===== src/shared/lgacm_defines.svh =====
// Register offsets, field positions, reset values and timing counts of the legacy gain bank.
`ifndef LGACM_DEFINES_SVH
`define LGACM_DEFINES_SVH
`define LGACM_ADDR_W        7
`define LGACM_DATA_W        9
`define LGACM_OFF_LGAIN     7'h00
`define LGACM_OFF_RGAIN     7'h01
`define LGACM_OFF_LPATH     7'h02
`define LGACM_OFF_RPATH     7'h03
`define LGACM_OFF_CONV      7'h05
`define LGACM_OFF_NLGAIN    7'h4D
`define LGACM_OFF_NRGAIN    7'h4E
`define LGACM_OFF_EQX       7'h68
`define LGACM_OFF_SPINOTCH  7'h69
`define LGACM_OFF_MANIN     7'h6A
`define LGACM_OFF_MANVMID   7'h6B
`define LGACM_OFF_LSWING    7'h6C
`define LGACM_OFF_RSWING    7'h6D
`define LGACM_OFF_LPEAK     7'h6E
`define LGACM_OFF_RPEAK     7'h6F
`define LGACM_OFF_FLAGS     7'h70
`define LGACM_OFF_BUFTIE    7'h71
`define LGACM_RST_EQX       9'h006
`define LGACM_RST_ZERO      9'h000
`define LGACM_APPLY_BIT     8
`define LGACM_S1GAIN_HI     6
`define LGACM_S1GAIN_LO     5
`define LGACM_S1EN_BIT      4
`define LGACM_POL_HI        6
`define LGACM_POL_LO        5
`define LGACM_HALFCUR_BIT   2
`define LGACM_HPBYP_BIT     0
`define LGACM_NMUTE_BIT     6
`define LGACM_LOWCLAMP      8'hAB
`define LGACM_NATIVE_MAX    6'h38
`define LGACM_MCLK_TIMEOUT  4'h8
`endif


===== src/shared/lgacm_pkg.sv =====
// Types shared by the legacy gain bank modules.
package lgacm_pkg;
    typedef logic [8:0] lgacm_word_t;
    typedef logic [5:0] lgacm_native_t;
endpackage


===== src/core/lgacm_gain_map.sv =====
// Combinational translation of a legacy gain code to a native gain code.
`timescale 1ns/10ps
`include "lgacm_defines.svh"
module lgacm_gain_map
    import lgacm_pkg::*;
(
    // Legacy code in.
    input  wire logic [7:0]    code,
    // Native code and mute out.
    output lgacm_native_t      native,
    output logic               mute
);
    // Legacy gain in half dB is (v-195); native gain in quarter dB is 3n-48.
    // Smallest n with 3n-48 >= 2(v-195) gives n = ceil((2v-342)/3).
    logic signed [11:0] num;
    logic        [11:0] quo;

    // Zero code mutes; low codes clamp to the bottom native step.
    always_comb begin
        num  = 12'(signed'({4'h0, code}) * 2) - 12'sd342;
        quo  = 12'((num + 12'sd2) / 12'sd3);
        mute = (code == 8'h00);
        if (code <= `LGACM_LOWCLAMP || num <= 12'sd0) begin
            native = 6'h00;
        end else if (quo > 12'(`LGACM_NATIVE_MAX)) begin
            native = `LGACM_NATIVE_MAX;
        end else begin
            native = quo[5:0];
        end
    end

    chk_map_zero_mute: assert final (!(code == 8'h00) || mute) else $error("zero code not muted");
    chk_map_codes: assert final (!(code == 8'hFE) || native == 6'h38) else $error("code 254 wrong");
    chk_map_range: assert final (native <= 6'h38) else $error("native out of range");
endmodule


===== src/core/lgacm_bank.sv =====
// Legacy compatibility register bank with gain translation and option outputs.
`timescale 1ns/10ps
`include "lgacm_defines.svh"
module lgacm_bank
    import lgacm_pkg::*;
(
    // Clock and synchronous reset.
    input  wire logic              clk,
    input  wire logic              rstn,
    // Register port from the serial control decoder.
    input  wire logic              wr_en,
    input  wire logic              rd_en,
    input  wire logic [6:0]        addr,
    input  wire lgacm_word_t       wdata,
    output lgacm_word_t            rdata,
    output logic                   rvalid,
    // Master clock pin, sampled as a level.
    input  wire logic              mclk_pin,
    // Readout sources from the level detectors.
    input  wire lgacm_word_t       left_swing_in,
    input  wire lgacm_word_t       right_swing_in,
    input  wire lgacm_word_t       left_peak_in,
    input  wire lgacm_word_t       right_peak_in,
    input  wire lgacm_word_t       flags_in,
    // Native gain controls.
    output lgacm_native_t          left_native_gain,
    output lgacm_native_t          right_native_gain,
    output logic                   left_pga_mute_assert,
    output logic                   right_pga_mute_assert,
    // First-stage controls.
    output logic [1:0]             left_stage1_gain,
    output logic [1:0]             right_stage1_gain,
    output logic                   left_stage1_enable,
    output logic                   right_stage1_enable,
    // Converter options.
    output logic                   invert_left,
    output logic                   invert_right,
    output logic                   half_current_select,
    output logic                   highpass_bypass
);
    // Storage of the legacy and tail registers.
    lgacm_word_t  lgain;              // Left legacy gain word.
    lgacm_word_t  rgain;              // Right legacy gain word.
    lgacm_word_t  lpath;              // Left input path word.
    lgacm_word_t  rpath;              // Right input path word.
    lgacm_word_t  conv;               // Converter options word.
    lgacm_word_t  eqx;                // Extra equaliser control.
    lgacm_word_t  spinotch;           // Serial and notch control.
    lgacm_word_t  manin;              // Manual input tie-off.
    lgacm_word_t  manvmid;            // Manual mid-reference tie-off.
    lgacm_word_t  buftie;             // Buffer tie-off control.
    // Pending apply requests, held until the master clock is seen running.
    logic         lpend;
    logic         rpend;
    // Master clock synchroniser and activity detector.
    logic         mclk_s1;
    logic         mclk_s2;
    logic         mclk_s3;
    logic [3:0]   idle_cnt;
    logic         mclk_run;

    // Decoded write strobes and the master clock edge.
    wire w_lgain   = wr_en && addr == `LGACM_OFF_LGAIN;
    wire w_rgain   = wr_en && addr == `LGACM_OFF_RGAIN;
    wire w_nlgain  = wr_en && addr == `LGACM_OFF_NLGAIN;
    wire w_nrgain  = wr_en && addr == `LGACM_OFF_NRGAIN;
    wire mclk_edge = mclk_s2 ^ mclk_s3;

    // Translated codes from the current legacy words.
    lgacm_native_t lmap_code;
    lgacm_native_t rmap_code;
    logic          lmap_mute;
    logic          rmap_mute;

    // Left channel translator.
    lgacm_gain_map u_lmap (
        .code   (lgain[7:0]),
        .native (lmap_code),
        .mute   (lmap_mute)
    );

    // Right channel translator.
    lgacm_gain_map u_rmap (
        .code   (rgain[7:0]),
        .native (rmap_code),
        .mute   (rmap_mute)
    );

    // Next-value of the pending flags: a new apply write sets, application clears.
    wire next_lpend = (w_lgain && wdata[`LGACM_APPLY_BIT]) || (lpend && !mclk_run);
    wire next_rpend = (w_rgain && wdata[`LGACM_APPLY_BIT]) || (rpend && !mclk_run);
    wire lapply     = lpend && mclk_run;
    wire rapply     = rpend && mclk_run;

    // Read multiplexer; unmapped addresses read as zero.
    lgacm_word_t next_rdata;
    always_comb begin
        if (addr == `LGACM_OFF_LGAIN) begin
            next_rdata = lgain;
        end else if (addr == `LGACM_OFF_RGAIN) begin
            next_rdata = rgain;
        end else if (addr == `LGACM_OFF_LPATH) begin
            next_rdata = lpath;
        end else if (addr == `LGACM_OFF_RPATH) begin
            next_rdata = rpath;
        end else if (addr == `LGACM_OFF_CONV) begin
            next_rdata = conv;
        end else if (addr == `LGACM_OFF_NLGAIN) begin
            // Native view shows the current native gain and mute, whether applied or written.
            next_rdata = {2'b00, left_pga_mute_assert, left_native_gain};
        end else if (addr == `LGACM_OFF_NRGAIN) begin
            next_rdata = {2'b00, right_pga_mute_assert, right_native_gain};
        end else if (addr == `LGACM_OFF_EQX) begin
            next_rdata = eqx;
        end else if (addr == `LGACM_OFF_SPINOTCH) begin
            next_rdata = spinotch;
        end else if (addr == `LGACM_OFF_MANIN) begin
            next_rdata = manin;
        end else if (addr == `LGACM_OFF_MANVMID) begin
            next_rdata = manvmid;
        end else if (addr == `LGACM_OFF_LSWING) begin
            next_rdata = left_swing_in;
        end else if (addr == `LGACM_OFF_RSWING) begin
            next_rdata = right_swing_in;
        end else if (addr == `LGACM_OFF_LPEAK) begin
            next_rdata = left_peak_in;
        end else if (addr == `LGACM_OFF_RPEAK) begin
            next_rdata = right_peak_in;
        end else if (addr == `LGACM_OFF_FLAGS) begin
            next_rdata = flags_in;
        end else if (addr == `LGACM_OFF_BUFTIE) begin
            next_rdata = buftie;
        end else begin
            next_rdata = 9'h000;
        end
    end

    // Master clock synchroniser; only the second and third stages are examined.
    always_ff @(posedge clk) begin
        if (!rstn) begin
            mclk_s1 <= 1'b0;
            mclk_s2 <= 1'b0;
            mclk_s3 <= 1'b0;
        end else begin
            mclk_s1 <= mclk_pin;
            mclk_s2 <= mclk_s1;
            mclk_s3 <= mclk_s2;
        end
    end

    // Activity detector: the clock counts as running from an edge until it is quiet too long.
    always_ff @(posedge clk) begin
        if (!rstn) begin
            idle_cnt <= 4'h0;
            mclk_run <= 1'b0;
        end else if (mclk_edge) begin
            idle_cnt <= 4'h0;
            mclk_run <= 1'b1;
        end else if (idle_cnt != `LGACM_MCLK_TIMEOUT) begin
            idle_cnt <= idle_cnt + 4'h1;
        end else begin
            mclk_run <= 1'b0;
        end
    end

    // Legacy register writes; the apply bit is kept as written.
    always_ff @(posedge clk) begin
        if (!rstn) begin
            lgain <= `LGACM_RST_ZERO;
            rgain <= `LGACM_RST_ZERO;
            lpath <= `LGACM_RST_ZERO;
            rpath <= `LGACM_RST_ZERO;
            conv  <= `LGACM_RST_ZERO;
        end else if (wr_en) begin
            if (w_lgain) lgain <= wdata;
            if (w_rgain) rgain <= wdata;
            if (addr == `LGACM_OFF_LPATH) lpath <= wdata;
            if (addr == `LGACM_OFF_RPATH) rpath <= wdata;
            if (addr == `LGACM_OFF_CONV) conv <= wdata;
        end
    end

    // Tail register writes.
    always_ff @(posedge clk) begin
        if (!rstn) begin
            eqx      <= `LGACM_RST_EQX;
            spinotch <= `LGACM_RST_ZERO;
            manin    <= `LGACM_RST_ZERO;
            manvmid  <= `LGACM_RST_ZERO;
            buftie   <= `LGACM_RST_ZERO;
        end else if (wr_en) begin
            if (addr == `LGACM_OFF_EQX) eqx <= wdata;
            if (addr == `LGACM_OFF_SPINOTCH) spinotch <= wdata;
            if (addr == `LGACM_OFF_MANIN) manin <= wdata;
            if (addr == `LGACM_OFF_MANVMID) manvmid <= wdata;
            if (addr == `LGACM_OFF_BUFTIE) buftie <= wdata;
        end
    end

    // Pending apply flags and read answer.
    always_ff @(posedge clk) begin
        if (!rstn) begin
            lpend  <= 1'b0;
            rpend  <= 1'b0;
            rdata  <= 9'h000;
            rvalid <= 1'b0;
        end else begin
            lpend  <= next_lpend;
            rpend  <= next_rpend;
            rdata  <= rd_en ? next_rdata : rdata;
            rvalid <= rd_en;
        end
    end

    // Native gain state: an apply loads the mapping, a native write overrides it.
    always_ff @(posedge clk) begin
        if (!rstn) begin
            left_native_gain      <= 6'h00;
            right_native_gain     <= 6'h00;
            left_pga_mute_assert  <= 1'b0;
            right_pga_mute_assert <= 1'b0;
        end else begin
            if (w_nlgain) begin
                left_native_gain     <= wdata[5:0];
                left_pga_mute_assert <= wdata[`LGACM_NMUTE_BIT];
            end else if (lapply) begin
                left_native_gain     <= lmap_code;
                left_pga_mute_assert <= lmap_mute;
            end
            if (w_nrgain) begin
                right_native_gain     <= wdata[5:0];
                right_pga_mute_assert <= wdata[`LGACM_NMUTE_BIT];
            end else if (rapply) begin
                right_native_gain     <= rmap_code;
                right_pga_mute_assert <= rmap_mute;
            end
        end
    end

    // Path and converter option outputs, registered from the legacy words.
    always_ff @(posedge clk) begin
        if (!rstn) begin
            left_stage1_gain    <= 2'b00;
            right_stage1_gain   <= 2'b00;
            left_stage1_enable  <= 1'b0;
            right_stage1_enable <= 1'b0;
            invert_left         <= 1'b0;
            invert_right        <= 1'b0;
            half_current_select <= 1'b0;
            highpass_bypass     <= 1'b0;
        end else begin
            left_stage1_gain    <= lpath[`LGACM_S1GAIN_HI:`LGACM_S1GAIN_LO];
            right_stage1_gain   <= rpath[`LGACM_S1GAIN_HI:`LGACM_S1GAIN_LO];
            left_stage1_enable  <= lpath[`LGACM_S1EN_BIT];
            right_stage1_enable <= rpath[`LGACM_S1EN_BIT];
            invert_left         <= conv[`LGACM_POL_LO];
            invert_right        <= conv[`LGACM_POL_HI];
            half_current_select <= conv[`LGACM_HALFCUR_BIT];
            highpass_bypass     <= conv[`LGACM_HPBYP_BIT];
        end
    end

    // Checks of the gain application and option paths.
    chk_gain_applied: assert property (@(posedge clk) disable iff (!rstn)
        lapply && !w_nlgain |=> left_native_gain == $past(lmap_code))
        else $error("left gain not applied");
    chk_noclk_hold: assert property (@(posedge clk) disable iff (!rstn)
        !mclk_run && !w_nlgain |=> $stable(left_native_gain))
        else $error("gain changed without master clock");
    chk_apply_pend: assert property (@(posedge clk) disable iff (!rstn)
        w_rgain && wdata[`LGACM_APPLY_BIT] |=> rpend)
        else $error("apply request lost");
    chk_mute_zero: assert property (@(posedge clk) disable iff (!rstn)
        rapply && !w_nrgain && rgain[7:0] == 8'h00 |=> right_pga_mute_assert)
        else $error("zero code not muted");
    chk_boost_field: assert property (@(posedge clk) disable iff (!rstn)
        ##1 left_stage1_gain == $past(lpath[6:5]))
        else $error("boost field mismatch");
    chk_enable_bit: assert property (@(posedge clk) disable iff (!rstn)
        ##1 right_stage1_enable == $past(rpath[4]))
        else $error("stage enable mismatch");
    chk_polarity_map: assert property (@(posedge clk) disable iff (!rstn)
        ##1 {invert_right, invert_left} == $past(conv[6:5]))
        else $error("polarity mismatch");
    chk_current_hpf: assert property (@(posedge clk) disable iff (!rstn)
        ##1 half_current_select == $past(conv[2]) && highpass_bypass == $past(conv[0]))
        else $error("converter option mismatch");
    chk_no_backmap: assert property (@(posedge clk) disable iff (!rstn)
        w_nlgain |=> $stable(lgain))
        else $error("native write reflected");
    chk_hpf_bit: assert property (@(posedge clk) disable iff (!rstn)
        wr_en && addr == `LGACM_OFF_CONV ##2 1'b1 |-> highpass_bypass == $past(wdata[0], 2))
        else $error("bypass bit not followed");

    // Main scenarios.
    cov_apply_left: cover property (@(posedge clk) disable iff (!rstn) lapply);
    cov_wait_clock: cover property (@(posedge clk) disable iff (!rstn) lpend && !mclk_run ##1 lapply);
    cov_native_override: cover property (@(posedge clk) disable iff (!rstn) w_nrgain);
endmodule


===== config.mk =====
export PLATFORM = sky130hd
export DESIGN_NAME = lgacm_bank
export DESIGN_NICKNAME = d
export VERILOG_FILES = /design/src/shared/lgacm_pkg.sv /design/src/core/lgacm_gain_map.sv /design/src/core/lgacm_bank.sv
export VERILOG_INCLUDE_DIRS = /design/src /design/src/shared
export SDC_FILE = /design/constraint.sdc
export NUM_CORES = 1
export LEC_CHECK = 0
export ABC_AREA = 1
export ABC_CLOCK_PERIOD_IN_PS = 12000
export BUFFER_PORTS_ARGS = -buffer_cell sky130_fd_sc_hd__buf_4
export CAP_MARGIN = 20
export CORE_UTILIZATION = 30
export DETAILED_ROUTE_END_ITERATION = 12
export PLACE_DENSITY = 0.52
export SLEW_MARGIN = 20
export SYNTH_ARGS = -nofsm -noshare
export SYNTH_HDL_FRONTEND = slang
export SYNTH_SLANG_ARGS = --single-unit

===== constraint.sdc =====
create_clock -name clk -period 12 [get_ports clk]
set_clock_uncertainty 0.15 [all_clocks]
set_input_delay 0.6 -clock clk [delete_from_list [all_inputs] [get_ports clk]]
set_output_delay 0.6 -clock clk [all_outputs]
set_load 0.05 [all_outputs]

Word-level counts from Yosys, hierarchy flattened
Index checks and enable logic that the tools add are counted.
{"block": "totals", "ff_bits": 134, "input_bits": 66, "wordCells": 126}
{"block": "classes", "addsub": 5, "div": 2, "n_lt_le_gt_ge": 6, "n_eq_ne": 18, "muxes": 31, "bitwise_logic": 2, "reduce_logical": 31}
{"operator": "$mux W9", "n": 17}
{"operator": "$eq A7 B7 Y1 const B", "n": 12}
{"operator": "$mux W6", "n": 8}
{"operator": "$add A12 B3 Y12 const B", "n": 2}
{"operator": "$div A12 B3 Y12 const B", "n": 2}
{"operator": "$gt A12 B6 Y1 const B", "n": 2}
{"operator": "$le A12 B1 Y1 const B", "n": 2}
{"operator": "$reduce_and A2 Y1", "n": 10}
{"operator": "$sub A9 B9 Y10 const B", "n": 2}
{"operator": "$le A8 B8 Y1 const B", "n": 2}
{"operator": "$logic_not A8 Y1", "n": 2}
{"operator": "$eq A7 B2 Y1 const B", "n": 2}
{"operator": "$logic_and A1 B1 Y1", "n": 10}
{"operator": "$eq A7 B1 Y1 const B", "n": 1}
{"operator": "$eq A7 B3 Y1 const B", "n": 1}
{"operator": "$logic_not A7 Y1", "n": 1}
{"operator": "$mux W1", "n": 6}
{"operator": "$add A4 B1 Y4 const B", "n": 1}
{"operator": "$logic_or A1 B1 Y1", "n": 4}
{"operator": "$ne A4 B4 Y1 const B", "n": 1}
{"operator": "$reduce_bool A2 Y1", "n": 2}
{"operator": "$ne A2 B2 Y1 const B", "n": 1}
{"operator": "$reduce_or A2 Y1", "n": 1}
{"operator": "$logic_not A1 Y1", "n": 1}
{"operator": "other kinds (2)", "n": 2}

Longest topological paths before layout
Gate-level depths: netlist of run 1.
{"block": "depth", "depth_word": 18, "ltp_mapped": 63}

Hierarchy
A second synthesis of run 1 with hierarchy kept.
{"block": "hier_totals", "hier_cells": 1684, "hier_area_um2": 10375.0}
{"module": "lgacm_bank", "instances": 1, "cells_each": 940, "area_per_inst_um2": 6318.6, "seq_area_each_um2": 2682.6}
{"module": "lgacm_gain_map", "instances": 2, "cells_each": 372, "area_per_inst_um2": 2028.2, "seq_area_each_um2": 0.0}

Worst setup path before layout of run 1
Ideal clock, no wire load.
{"block": "synth_timing", "path_type": "register to register", "startpoint": "register lgain[0]", "endpoint": "register left_native_gain[4]", "arrival_ns": 5.955, "t_required_ns": 11.780, "path_slack_ns": 5.825, "path_stages_with_launch": 54, "synth_period_minus_slack_ns": 6.175, "cell_sequence": "dfxtp_1 -> inv_1 -> ha_1 -> inv_2 -> nor2_1 -> nand3_1 -> nor2_2 -> nand2_1 -> nor2_2 -> nand3_2 -> xnor2_2 -> nand3_2 -> nor2_2 -> inv_2 -> nand2_4 -> nor2_2 -> nor2_4 -> inv_2 -> [... 18 more ...] -> nand4_1 -> nor2_2 -> a21oi_2 -> nor2_4 -> nand2_1 -> inv_1 -> ha_1 -> nand3_1 -> o21ai_0 -> xnor2_1 -> inv_1 -> nor2_1 -> nand2_1 -> inv_1 -> nand3_4 -> nand3_1 -> nand2_1 -> a21oi_1"}
{"block": "synth_via", "elab_chain_len": 8, "word_cells_on_any_way": 11, "cone_classes": "2 x add/sub; 1 x div; 3 x order compare; 4 x mux; 1 x reduce/logical"}
{"element": "start, declared", "line": "lgacm_bank.sv:42", "text": "lgacm_word_t lgain;"}
{"element": "start signal, assigned", "line": "lgacm_bank.sv:169", "text": "lgain <= `LGACM_RST_ZERO;"}
{"element": "start signal, assigned", "line": "lgacm_bank.sv:175", "text": "if (w_lgain) lgain <= wdata;"}
{"element": "$sub A9 B9 Y10", "line": "lgacm_gain_map.sv:20", "text": "num = 12'(signed'({4'h0, code}) * 2) - 12'sd342;"}
{"element": "$add A12 B3 Y12", "line": "lgacm_gain_map.sv:21", "text": "quo = 12'((num + 12'sd2) / 12'sd3);"}
{"element": "$div A12 B3 Y12", "line": "lgacm_gain_map.sv:21"}
{"element": "$gt A12 B6 Y1", "line": "lgacm_gain_map.sv:25", "text": "end else if (quo > 12'(`LGACM_NATIVE_MAX)) begin"}
{"element": "$mux W6", "line": "lgacm_gain_map.sv:25"}
{"element": "$mux W6 *", "line": "lgacm_gain_map.sv:23", "text": "if (code <= `LGACM_LOWCLAMP || num <= 12'sd0) begin"}
{"element": "$mux W6 *", "line": "lgacm_bank.sv:226", "text": "end else if (lapply) begin"}
{"element": "$mux W6 *", "line": "lgacm_bank.sv:223", "text": "if (w_nlgain) begin"}
{"element": "end signal, assigned", "line": "lgacm_bank.sv:224", "text": "left_native_gain <= wdata[5:0];"}
{"element": "end signal, assigned", "line": "lgacm_bank.sv:227", "text": "left_native_gain <= lmap_code;"}
{"element": "end, declared", "line": "lgacm_bank.sv:26", "text": "output lgacm_native_t left_native_gain,"}
Every way passes the cells marked *; elsewhere a longest branch is shown, timed or not. The select of a mux whose other input is x is not followed.
A chain may end at the register's enable or synchronous reset.

Worst setup path after layout of run 1
{"block": "layout_timing", "startpoint": "register lgain[0]", "endpoint": "register left_native_gain[2]"}
The elaborated chain is that of the path after synthesis.

==> results of run 1 <==
[cells in the mapped netlist, types with 6 or more instances]
cell / count
nand2_1: 327
nand2_2: 44
inv_2: 33
clkbuf_1: 36
o221ai_1: 9
o22ai_1: 16
nand3_2: 22
nor2_2: 17
xnor2_1: 7
nand2_4: 20
o21ai_0: 90
nor2_4: 12
nor2_1: 83
nor3_1: 15
xor2_1: 11
nand3_4: 12
a21oi_1: 129
nand3_1: 115
o211ai_1: 6
ha_1: 14
inv_1: 176
nand4_1: 41
dfxtp_1: 134
[cells in the final DEF (no fill, tap or decap), types with 14 or more instances in the layout]
cell,synthesis,final
a21oi_1,129,129
buf_4,0,106
clkbuf_16,0,17
dfxtp_1,134,134
ha_1,14,14
inv_1,176,176
inv_2,33,33
nand2_1,327,327
nand2_2,44,44
nand2_4,20,20
nand3_1,115,115
nand3_2,22,22
nand4_1,41,41
nor2_1,83,83
nor2_2,17,17
o21ai_0,90,90
o22ai_1,16,16
[logic make-up after synthesis]
| kind of cell | after synthesis |
|---|---|
| AND/OR/NAND/NOR | 726 |
| XOR/XNOR | 27 |
| buffers and inverters | 258 |
| flip-flops | 134 |
| adder cells (fa/ha/maj) | 14 |
| AO/OA/AOI/OAI | 287 |
[through the flow]
step	hold slack, ns	utilization [%]
3_3_place_gp	0.261	34.0
2_1_floorplan	0.240	-
3_5_place_dp	0.258	34.0
6_report	0.208	36.0
4_1_cts	0.196	35.9
5_1_grt	0.202	36.0
[registers in the layout, indices dropped and copies added, names as in the netlist, 9 cells and up]
name,flops
buftie,9
conv,9
eqx,9
lgain,9
lpath,9
manin,9
manvmid,9
rdata,9
rgain,9
rpath,9
spinotch,9
[path summary, 6_finish.rpt]
check,startpoint,end,slack (ns)
hold reg to reg,mclk_s1,mclk_s2,0.27
hold / removal,mclk_pin,mclk_s1,0.21
setup reg to reg,lgain[0],left_native_gain[2],4.88
setup / recovery,lgain[0],left_native_gain[2],4.88
[metal layers]
| layer | global-route usage, % | up-vias | wire length [um] |
|---|---|---|---|
| met5 | 0 | - | 0 |
| li1 | - | 4939 | - |
| met2 | 29.8 | 171 | 13600 |
| met3 | 2.46 | 13 | 1020 |
| met1 | 24.4 | 4363 | 14300 |
| met4 | 3.73 | 0 | 189 |
[power by group through the flow]
stage               combinational [mW]  clock (mW)  sequential, mW
detailed placement               0.212           0           0.461
floorplan                        0.155           0           0.462
global route                     0.239       0.583           0.451
CTS                              0.213       0.561           0.451
global placement                 0.211           0           0.460
finish                           0.213       0.554           0.451
[layout make-up]
class,instances,area (um^2)
multi-input cells,1054,5940
clock inverters,15,189
fillers,3420,20200
clock buffers,17,425
flip-flops and latches,134,2680
repair buffers,106,796
well taps,402,503
inverters,215,817
[critical path, delay by kind of cell (launching register included)]
family,cells,cell delay [ns]
simple gates,32,3.76
xor+xnor,2,0.56
buf+inv,9,0.73
compound gates,4,0.52
flops,1,0.50
fa+ha+maj,3,0.75
==> qor.csv, run 1 <==
stage,metric,value,unit
outcome,status,"finished, final reports clean",
synth,post-synthesis sequential area ratio,27.9,%
synth,Post-Synth Simple-Gate Area,39.4,%
sta,Hold Fails Final Rpt,0,
synth,Synth Register Bits,134,
final_layout,Area Growth Syn to Fin,18.2,%
global_routing,antenna violations before repair,0,
power_and_ir_drop,sw frac,29.8,%
setup_path,"slowest stage cell, crit path",dfxtp_1,
floorplan,Die X,181,um
floorplan,Cell Rows,65,
synth,combinational family with the most area after synthesis,simple AND/OR/NAND/NOR gates,
clocking,root buffer cell,clkbuf_16,
final_layout,final-stage net count,1608,
synth,Synthesized Nets,1526,
routing,initial DRC count,750,
clocking,setup bufs post-CTS,0,
clocking,CTS H-tree lvls,4,
setup_path,CP max FO,9,
power_and_ir_drop,clock share of power,45.5,%
final_layout,"Design Area, Final",11400,um^2
setup_path,CP arrival,7.25,ns
routing,Routed WL,29100,um
sta,Setup TNS,0,ns
setup_path,Register-to-Register Path Depth,50,
routing,vias per std cell,4.88,
clocking,Clock Sinks,134,
power_and_ir_drop,P_leak,4.95,nW
global_routing,vias in the first global route,8922,
sta,setup slack after layout,4.88,ns
flow_run,max_cap viols,0,
synth,Avg Inst Size Synth,6.64,um^2
final_layout,number of diodes,0,
sta,final worst path period need,7.12,ns
synth,Synth area leaders,"dfxtp_1 (28%), nand2_1 (13%), inv_1 (6.9%)",
synth,Post-synth EDFFs,0,
place,Place WS,4.89,ns
global_routing,grt ovf,0,
power_and_ir_drop,Pwr per Cell Area,107,nW/um^2
setup_path,Max stage delay on crit path,0.50,ns
floorplan,Die H,181,um
power_and_ir_drop,Worst VDD drop,0.0907,mV
final_layout,layout cells sized above 1,21.6,%
power_and_ir_drop,Comb power frac,17.5,%
place,GP Congestion,0.861,
worst_hold_path,Worst Hold Class,primary input to flip-flop,
place,Post-DP HPWL,22300,um
synth,Synth Area in Compound Gates,17.0,%
synth,top cell type's share of synthesized area,27.9,%
routing,Avg WL per Cell,15.0,um
worst_hold_path,hold path cells,3,
sta,Slew HR,45.2,%
sta,Final setup viols,0,
setup_path,CP required,12.12,ns
routing,via count,9486,
synth,Synth Area in XOR/XNOR,3.40,%
place,area post-placement,10700,um^2
clocking,CTS tree,built,
synth,Post-Synth Adder-Cell Area,1.82,%
floorplan,die area,32700,um^2
clocking,insertion delay to the later sink of the worst-skew pair,0.43,ns
clocking,clock slew at reported path FFs,0.07,ns
floorplan,Starting Density,30.4,%
global_routing,largest net degree at the start of global routing,72,
sta,Final Cycle Share,59.4,%
synth,Synth Warn #,0,
synth,Synth cell types,54,
setup_path,crit end category,flip-flop,
sta,max-slew violation total from the final report,0,
floorplan,I/O pins,100,
global_routing,first-pass GRT wire length,46600,um
final_layout,Finished Layout Cells,1943,
clocking,clock tree buffer depth,2,
clocking,hold_buf cts,0,
setup_path,CP Class,flip-flop to flip-flop,
global_routing,Total GRT Usage,17.9,%
synth,async set-reset flop share out of synthesis,0,%
place,number of port buffers,99,
synth,Gate Count Post-Synth,1446,
power_and_ir_drop,overall power,1.22,mW
sta,maximum clock frequency,140,MHz
routing,DRC Markers,0,
place,Cells after DPL,1911,
clocking,Resized Gates After CTS,0,
power_and_ir_drop,P_sw,363,uW
synth,Post-synth top flop,dfxtp_1,
power_and_ir_drop,sequential share of power,37.0,%
floorplan,core region area,31600,um^2
sta,Slew @ Worst Pin,0.819,ns
synth,Syn Std Cell Area,9600,um^2
setup_path,Worst setup SP type,flip-flop,
routing,first-pass iteration count of the detailed router,5,
routing,antenna-violating nets left,0,
synth,Synth area leader,dfxtp_1,
clocking,total CTS buffers,17,
synth,multiplexer share of the synthesized area,0,%
sta,RSZ-0062 raised after global routing,false,
power_and_ir_drop,Pint,854,uW
(Power assumes the default switching activity.)
==> run 2: changes to the inputs <==
--- a/config.mk
+++ b/config.mk
@@ -6,13 +6,13 @@
 export SDC_FILE = /design/constraint.sdc
 export NUM_CORES = 1
 export LEC_CHECK = 0
-export ABC_AREA = 1
-export ABC_CLOCK_PERIOD_IN_PS = 12000
+export ABC_AREA = 0
+export ABC_CLOCK_PERIOD_IN_PS = 5970
 export BUFFER_PORTS_ARGS = -buffer_cell sky130_fd_sc_hd__buf_4
 export CAP_MARGIN = 20
 export CORE_UTILIZATION = 30
 export DETAILED_ROUTE_END_ITERATION = 12
-export PLACE_DENSITY = 0.52
+export PLACE_DENSITY = 0.54
 export SLEW_MARGIN = 20
 export SYNTH_ARGS = -nofsm -noshare
 export SYNTH_HDL_FRONTEND = slang
==> constraint.sdc (replaced) <==
create_clock -name clk -period 5.97 [get_ports clk]
set_clock_uncertainty 0.15 [all_clocks]
set_input_delay 0.2985 -clock clk [delete_from_list [all_inputs] [get_ports clk]]
set_output_delay 0.2985 -clock clk [all_outputs]
set_load 0.05 [all_outputs]
==> run 2 against run 1 <==
Worst hold slack got worse by 0.15 ns. Highest routed layer unchanged. Flip-flop and latch count did not move. Setup slack got worse by 5.9 ns. Sequential power grew 100%. Non-clock buffer count up 352. Clock-buffer cell count increased by 1. The flow now finishes with violations (setup timing). Final cell count grew 17%.
==> qor.csv, run 2 <==
stage,metric,value,unit
sta,Hold Fails Final Rpt,0,
synth,async set-reset flop share out of synthesis,0,%
final_layout,"most common cell after layout, fill and taps aside",buf_4,
setup_path,CP max FO,7,
setup_path,Worst Path Buf+Inv,14,
sta,Final Cycle Share,117,%
synth,Synth area leaders,"dfxtp_1 (24%), mux2i_1 (6.5%), nor2_1 (5.3%)",
routing,first-pass iteration count of the detailed router,6,
global_routing,largest net degree at the start of global routing,97,
clocking,insertion delay to the later sink of the worst-skew pair,0.43,ns
routing,vias per std cell,5.47,
synth,Avg Inst Size Synth,7.73,um^2
clocking,CTS H-tree lvls,4,
sta,maximum clock frequency,143,MHz
setup_path,CP arrival,7.16,ns
routing,via count,12456,
power_and_ir_drop,Pwr per Cell Area,136,nW/um^2
setup_path,most used cell along the critical path,buf_4,
synth,top cell type's share of synthesized area,24.3,%
final_layout,number of diodes,0,
setup_path,CP Depth,38,
place,number of port buffers,99,
synth,post-synthesis sequential area ratio,24.3,%
global_routing,Total GRT Usage,21.4,%
floorplan,Die X,194,um
place,GP Congestion,0.853,
global_routing,antenna violations before repair,0,
synth,Syn Std Cell Area,11000,um^2
sta,RSZ-0062 raised after global routing,true,
worst_hold_path,Worst Hold Class,primary input to flip-flop,
setup_path,Max stage delay on crit path,0.50,ns
setup_path,Register-to-Register Path Depth,38,
clocking,root buffer cell,clkbuf_16,
power_and_ir_drop,P_leak,6.82,nW
setup_path,CP required,6.14,ns
setup_path,CP Class,flip-flop to flip-flop,
synth,Synth Area in Compound Gates,28.2,%
sta,max-slew violation total from the final report,0,
final_layout,"commonest cells after routing, fill and taps aside","buf_4 (431), nand2_1 (142), nor2_1 (141)",
floorplan,core region area,35900,um^2
setup_path,Reg2Reg Setup Slack,-1.02,ns
synth,Synth cell types,118,
sta,final worst path period need,6.99,ns
routing,Routed WL,40800,um
sta,Final setup viols,9,
synth,multiplexer share of the synthesized area,8.27,%
routing,Avg WL per Cell,17.9,um
floorplan,Starting Density,30.7,%
clocking,total CTS buffers,17,
floorplan,Cell Rows,69,
synth,most frequent cell after synthesis,nor2_1,
global_routing,vias in the first global route,12271,
outcome,status,"finished, violations left",
synth,Synth Area in XOR/XNOR,6.43,%
routing,DRC Markers,0,
final_layout,Finished Layout Cells,2276,
sta,setup slack after layout,-1.02,ns
synth,Synth Register Bits,134,
synth,Post-Synth Simple-Gate Area,26.4,%
clocking,clock tree buffer depth,2,
synth,Gate Count Post-Synth,1427,
flow_run,max_cap viols,0,
synth,Post-synth EDFFs,0,
synth,Post-synth top flop,dfxtp_1,
final_layout,layout cells sized above 1,38.3,%
global_routing,grt ovf,0,
setup_path,kind of cell adding the most delay to the critical path,compound AO/OA/AOI/OAI gates,
final_layout,final-stage net count,1882,
synth,Synth Warn #,0,
place,Post-DP HPWL,30500,um
floorplan,Die H,194,um
synth,Synth area leader,dfxtp_1,
outcome,failing checks,setup timing,
global_routing,first-pass GRT wire length,64500,um
synth,Post-Synth Adder-Cell Area,1.59,%
clocking,Clock Sinks,134,
setup_path,"slowest stage cell, crit path",or4_4,
sta,Slew @ Worst Pin,1.06,ns
floorplan,die area,37500,um^2
worst_hold_path,hold path cells,3,
power_and_ir_drop,Worst VDD drop,0.207,mV
setup_path,crit end category,flip-flop,
synth,Synthesized Nets,1507,
sta,Slew HR,28.5,%
synth,top post-synthesis cells by count,"nor2_1 (155), nand2_1 (146), dfxtp_1 (134)",
place,Cells after DPL,2178,
routing,antenna-violating nets left,0,
floorplan,I/O pins,100,
synth,combinational family with the most area after synthesis,compound AO/OA/AOI/OAI gates,
clocking,clock slew at reported path FFs,0.07,ns
setup_path,Worst setup SP type,flip-flop,
power_and_ir_drop,overall power,2.20,mW
final_layout,Area Growth Syn to Fin,47.4,%
clocking,CTS tree,built,
routing,initial DRC count,906,
==> run 2: cell types whose count changed after synthesis, moves of 43 or more <==
cell / before / now
inv_1: 176 / 23
mux2i_1: 0 / 72
nand2_1: 327 / 146
nand2_2: 44 / 1
nor2_1: 83 / 155
o21ai_0: 90 / 47
==> run 2: timing repair <==
item | CTS | global route
hold endpoints to repair | 1 | 0
endpoints found under the setup margin | 9 | 11
hold buffers | 1 | 0
setup buffers | 48 | 21
pin swaps | 86 | 45
gates resized for setup | 102 | 62
==> run 2: area by class of cell <==
class / instances / area (um^2)
timing repair buffer: 458 / 3560
sequential: 134 / 2700
multi-input combinational: 1167 / 8750
inverter: 24 / 92.6
clock buffer: 18 / 439
clock inverter: 14 / 149
tap: 461 / 577
fill: 3594 / 19700
==> run 2: worst register-to-register path, delay by kind of cell, from the launching register on <==
kind            cells  cell delay (ns)
fa+ha+maj           2             0.38
simple gates        5             1.02
buf+inv            14             1.83
compound gates     16             2.86
xor+xnor            1             0.27
flops               1             0.37
==> run 2: path summary, 6_finish.rpt <==
kind             from                   end
max reg2reg  rgain[0]  right_native_gain[1]
min reg2reg   mclk_s1               mclk_s2
max          rgain[0]  right_native_gain[1]
min          wdata[7]                eqx[7]
==> run 2: per-stage QoR <==
stage / util [%] / hold WS [ns] / cell area [um^2] / TNS, ns / setup slack (ns)
2_1_floorplan: - / 0.262 / 11300 / -3.89 / -0.938
3_3_place_gp: 40.0 / 0.271 / 14400 / -5.00 / -0.919
4_1_cts: 44.1 / 0.0295 / 15800 / -4.05 / -0.830
6_report: 45.3 / 0.0578 / 16300 / -4.77 / -1.02
5_1_grt: 45.3 / 0.0623 / 16300 / -7.26 / -1.29
3_5_place_dp: 40.0 / 0.271 / 14400 / -5.62 / -1.06
==> run 2: power by group <==
group          total, mW  leakage (nW)  internal, mW  switching [mW]
logic              0.238          5.45         0.101           0.137
clock network       1.06         0.291         0.629           0.431
registers          0.907          1.09         0.900         0.00618
==> run 2: metal layers <==
layer	GRT usage, %	vias to the layer above	share of wire, %
met5	0	-	0
met4	8.71	0	3.2
met3	2.97	75	4.1
met2	36.8	337	48
met1	26.7	5978	45
li1	-	6066	-
==> run 2: logic make-up (layout without fill, tap and decap cells) <==
group	Yosys count	after routing
buffers and inverters	126	514
adders and majority gates	14	14
and+or+nand+nor	592	592
xor gates and xnor gates	64	64
muxes	83	83
DFF	134	134
AOI/OAI and AO/OA	414	414
==> run 3: changes to the inputs <==
--- a/config.mk
+++ b/config.mk
@@ -10,9 +10,10 @@
 export ABC_CLOCK_PERIOD_IN_PS = 5970
 export BUFFER_PORTS_ARGS = -buffer_cell sky130_fd_sc_hd__buf_4
 export CAP_MARGIN = 20
-export CORE_UTILIZATION = 30
+export CORE_MARGIN = 2
+export CORE_UTILIZATION = 24
 export DETAILED_ROUTE_END_ITERATION = 12
-export PLACE_DENSITY = 0.54
+export PLACE_DENSITY = 0.46
 export SLEW_MARGIN = 20
 export SYNTH_ARGS = -nofsm -noshare
 export SYNTH_HDL_FRONTEND = slang
==> run 3 against run 2 <==
Critical path depth shrank 9. Utilization down 8.9 points. Global-route usage down 3.9 points. Sequential share of layout area down 0.21 points. Critical path type unchanged. Highest routed layer unchanged. Maximum frequency is 2.2% lower. Worst hold slack better by 0.012 ns. Via count fell by 0.75%. Setup slack worse by 0.16 ns. Clock power is essentially flat. Final cell count up 6.5%. The flow still finishes with violations (setup timing). Combinational power about the same. Die area is 27% higher.
==> qor.csv, run 3 (synthesis gave the netlist of run 2 again) <==
stage,metric,value,unit
outcome,status,"finished, violations left",
outcome,failing checks,setup timing,
final_layout,layout cells sized above 1,38.1,%
setup_path,CP arrival,7.35,ns
clocking,root buffer cell,clkbuf_16,
floorplan,Cell Rows,78,
power_and_ir_drop,Comb power frac,11.0,%
setup_path,CP required,6.18,ns
routing,antenna-violating nets left,0,
power_and_ir_drop,Pwr per Cell Area,132,nW/um^2
setup_path,Critical path origin,rgain[0],
power_and_ir_drop,P_leak,6.85,nW
clocking,clock slew at reported path FFs,0.07,ns
setup_path,CP Class,flip-flop to flip-flop,
final_layout,"Core Util, Final",36.3,%
power_and_ir_drop,Pint,1.56,mW
sta,max-slew violation total from the final report,0,
floorplan,Die X,218,um
sta,setup slack after layout,-1.17,ns
routing,first-pass iteration count of the detailed router,7,
sta,Hold WS,0.0699,ns
setup_path,end of the critical path,right_native_gain[1],
setup_path,RR Endpoint,right_native_gain[1],
sta,Slew HR,35.1,%
sta,final worst path period need,7.14,ns
routing,initial DRC count,764,
sta,maximum clock frequency,140,MHz
routing,Avg WL per Cell,17.7,um
floorplan,I/O pins,100,
floorplan,core region area,45400,um^2
power_and_ir_drop,Worst VDD drop,0.127,mV
power_and_ir_drop,P_sw,618,uW
clocking,total CTS buffers,17,
global_routing,Total GRT Usage,17.4,%
setup_path,Max stage delay on crit path,0.51,ns
floorplan,Die H,218,um
global_routing,largest net degree at the start of global routing,66,
place,number of port buffers,99,
setup_path,Register-to-Register Path Depth,29,
routing,DRC Markers,0,
clocking,insertion delay to the later sink of the worst-skew pair,0.43,ns
setup_path,"slowest stage cell, crit path",or4_4,
global_routing,grt ovf,0,
final_layout,Area Growth Syn to Fin,49.5,%
setup_path,Worst setup SP type,flip-flop,
sta,Final Cycle Share,120,%
sta,Hold Fails Final Rpt,0,
setup_path,Reg2Reg Setup Slack,-1.17,ns
clocking,CTS tree,built,
setup_path,worst r2r src,rgain[0],
global_routing,vias in the first global route,11888,
routing,via count,12363,
place,area post-placement,14700,um^2
final_layout,"commonest cells after routing, fill and taps aside","buf_4 (447), nor2_1 (146), nand2_1 (144)",
setup_path,CP max FO,6,
sta,Setup TNS,-5.93,ns
floorplan,die area,47700,um^2
clocking,Clock Sinks,134,
sta,RSZ-0062 raised after global routing,true,
final_layout,"most common cell after layout, fill and taps aside",buf_4,
place,GP Congestion,0.847,
power_and_ir_drop,sw frac,28.4,%
floorplan,Starting Density,24.3,%
place,Place WS,-1.08,ns
worst_hold_path,Worst Hold Class,primary input to flip-flop,
sta,Final setup viols,9,
setup_path,crit end category,flip-flop,
sta,Slew @ Worst Pin,0.967,ns
global_routing,antenna violations before repair,1,
final_layout,"Design Area, Final",16500,um^2
final_layout,Layout fillers,4719,
routing,Routed WL,42800,um
global_routing,first-pass GRT wire length,66500,um
place,Post-DP HPWL,32100,um
power_and_ir_drop,sequential share of power,41.7,%
clocking,clock tree buffer depth,2,
clocking,CTS H-tree lvls,4,
power_and_ir_drop,clock share of power,47.3,%
final_layout,final-stage net count,1889,
routing,vias per std cell,5.10,
flow_run,max_cap viols,0,
-- run 3: changes by cell type in the layout (fill, tap and decap cells not counted), moves of 5 or more --
cell,delta
o21ai_0,+5
buf_4,+16
nor2_2,-5
buf_6,-12
nor2_1,+5
inv_8,+7
-- run 3: worst min path at each step --
| stage | start | end | slack [ns] | cells past startpoint |
|---|---|---|---|---|
| CTS | wdata[8] | eqx[8] | 0.05 | 3 |
| global placement | mclk_s1 | mclk_s2 | 0.28 | 1 |
| finish | wdata[8] | eqx[8] | 0.07 | 3 |
| detailed placement | mclk_s1 | mclk_s2 | 0.28 | 1 |
| global route | wdata[8] | eqx[8] | 0.05 | 3 |
| floorplan | mclk_s1 | mclk_s2 | 0.26 | 1 |
-- run 3: power by group through the flow --
stage                     sequential, mW  clock, mW  combinational, mW
after detailed placement           0.929          0              0.218
after global placement             0.929          0              0.217
after global routing               0.907       1.09              0.258
after floorplan                    0.936          0              0.109
final                              0.907       1.03              0.240
after CTS                          0.908       1.05              0.229
-- run 3: worst max-delay path: cells and delay by family, from the launching register on --
kind,cells,cell delay [ns]
DFF,1,0.37
buffers and inverters,1,0.16
muxes,1,0.13
adders and majority gates,3,0.58
and+or+nand+nor,12,2.83
AOI/OAI and AO/OA,12,2.87
-- run 3: timing repair --
item                                    4_1_cts  5_1_grt
resized for setup                            53       92
buffers inserted                             36       23
endpoints found under the hold margin         1        0
endpoints found under the setup margin       11       11
pin swaps                                    53       65
hold buffers                                  1        0
cloned                                        1        0
-- run 3: through the flow --
step | cells | power, mW
global placement | 2333 | 1.15
finish | 2423 | 2.18
CTS | 2402 | 2.19
global route | 2423 | 2.26
floorplan | 1427 | 1.04
detailed placement | 2333 | 1.15
-- run 3: per-layer routing --
metal	wire, um	track usage, %
met1	20400	24.4
met4	770	3.81
met2	20000	28.6
met3	1690	2.02
met5	0	0
-- run 3: layout make-up --
cell class,count,area (um^2),share of cell area [%]
Multi-Input combinational cell,1167,8780,53.3
Timing Repair Buffer,465,3590,21.7
Sequential cell,134,2700,16.4
Tap cell,600,751,4.55
Clock buffer,17,425,2.58
Clock inverter,15,149,0.903
Inverter,24,93.8,0.569
Antenna cell,1,2.50,0.0152
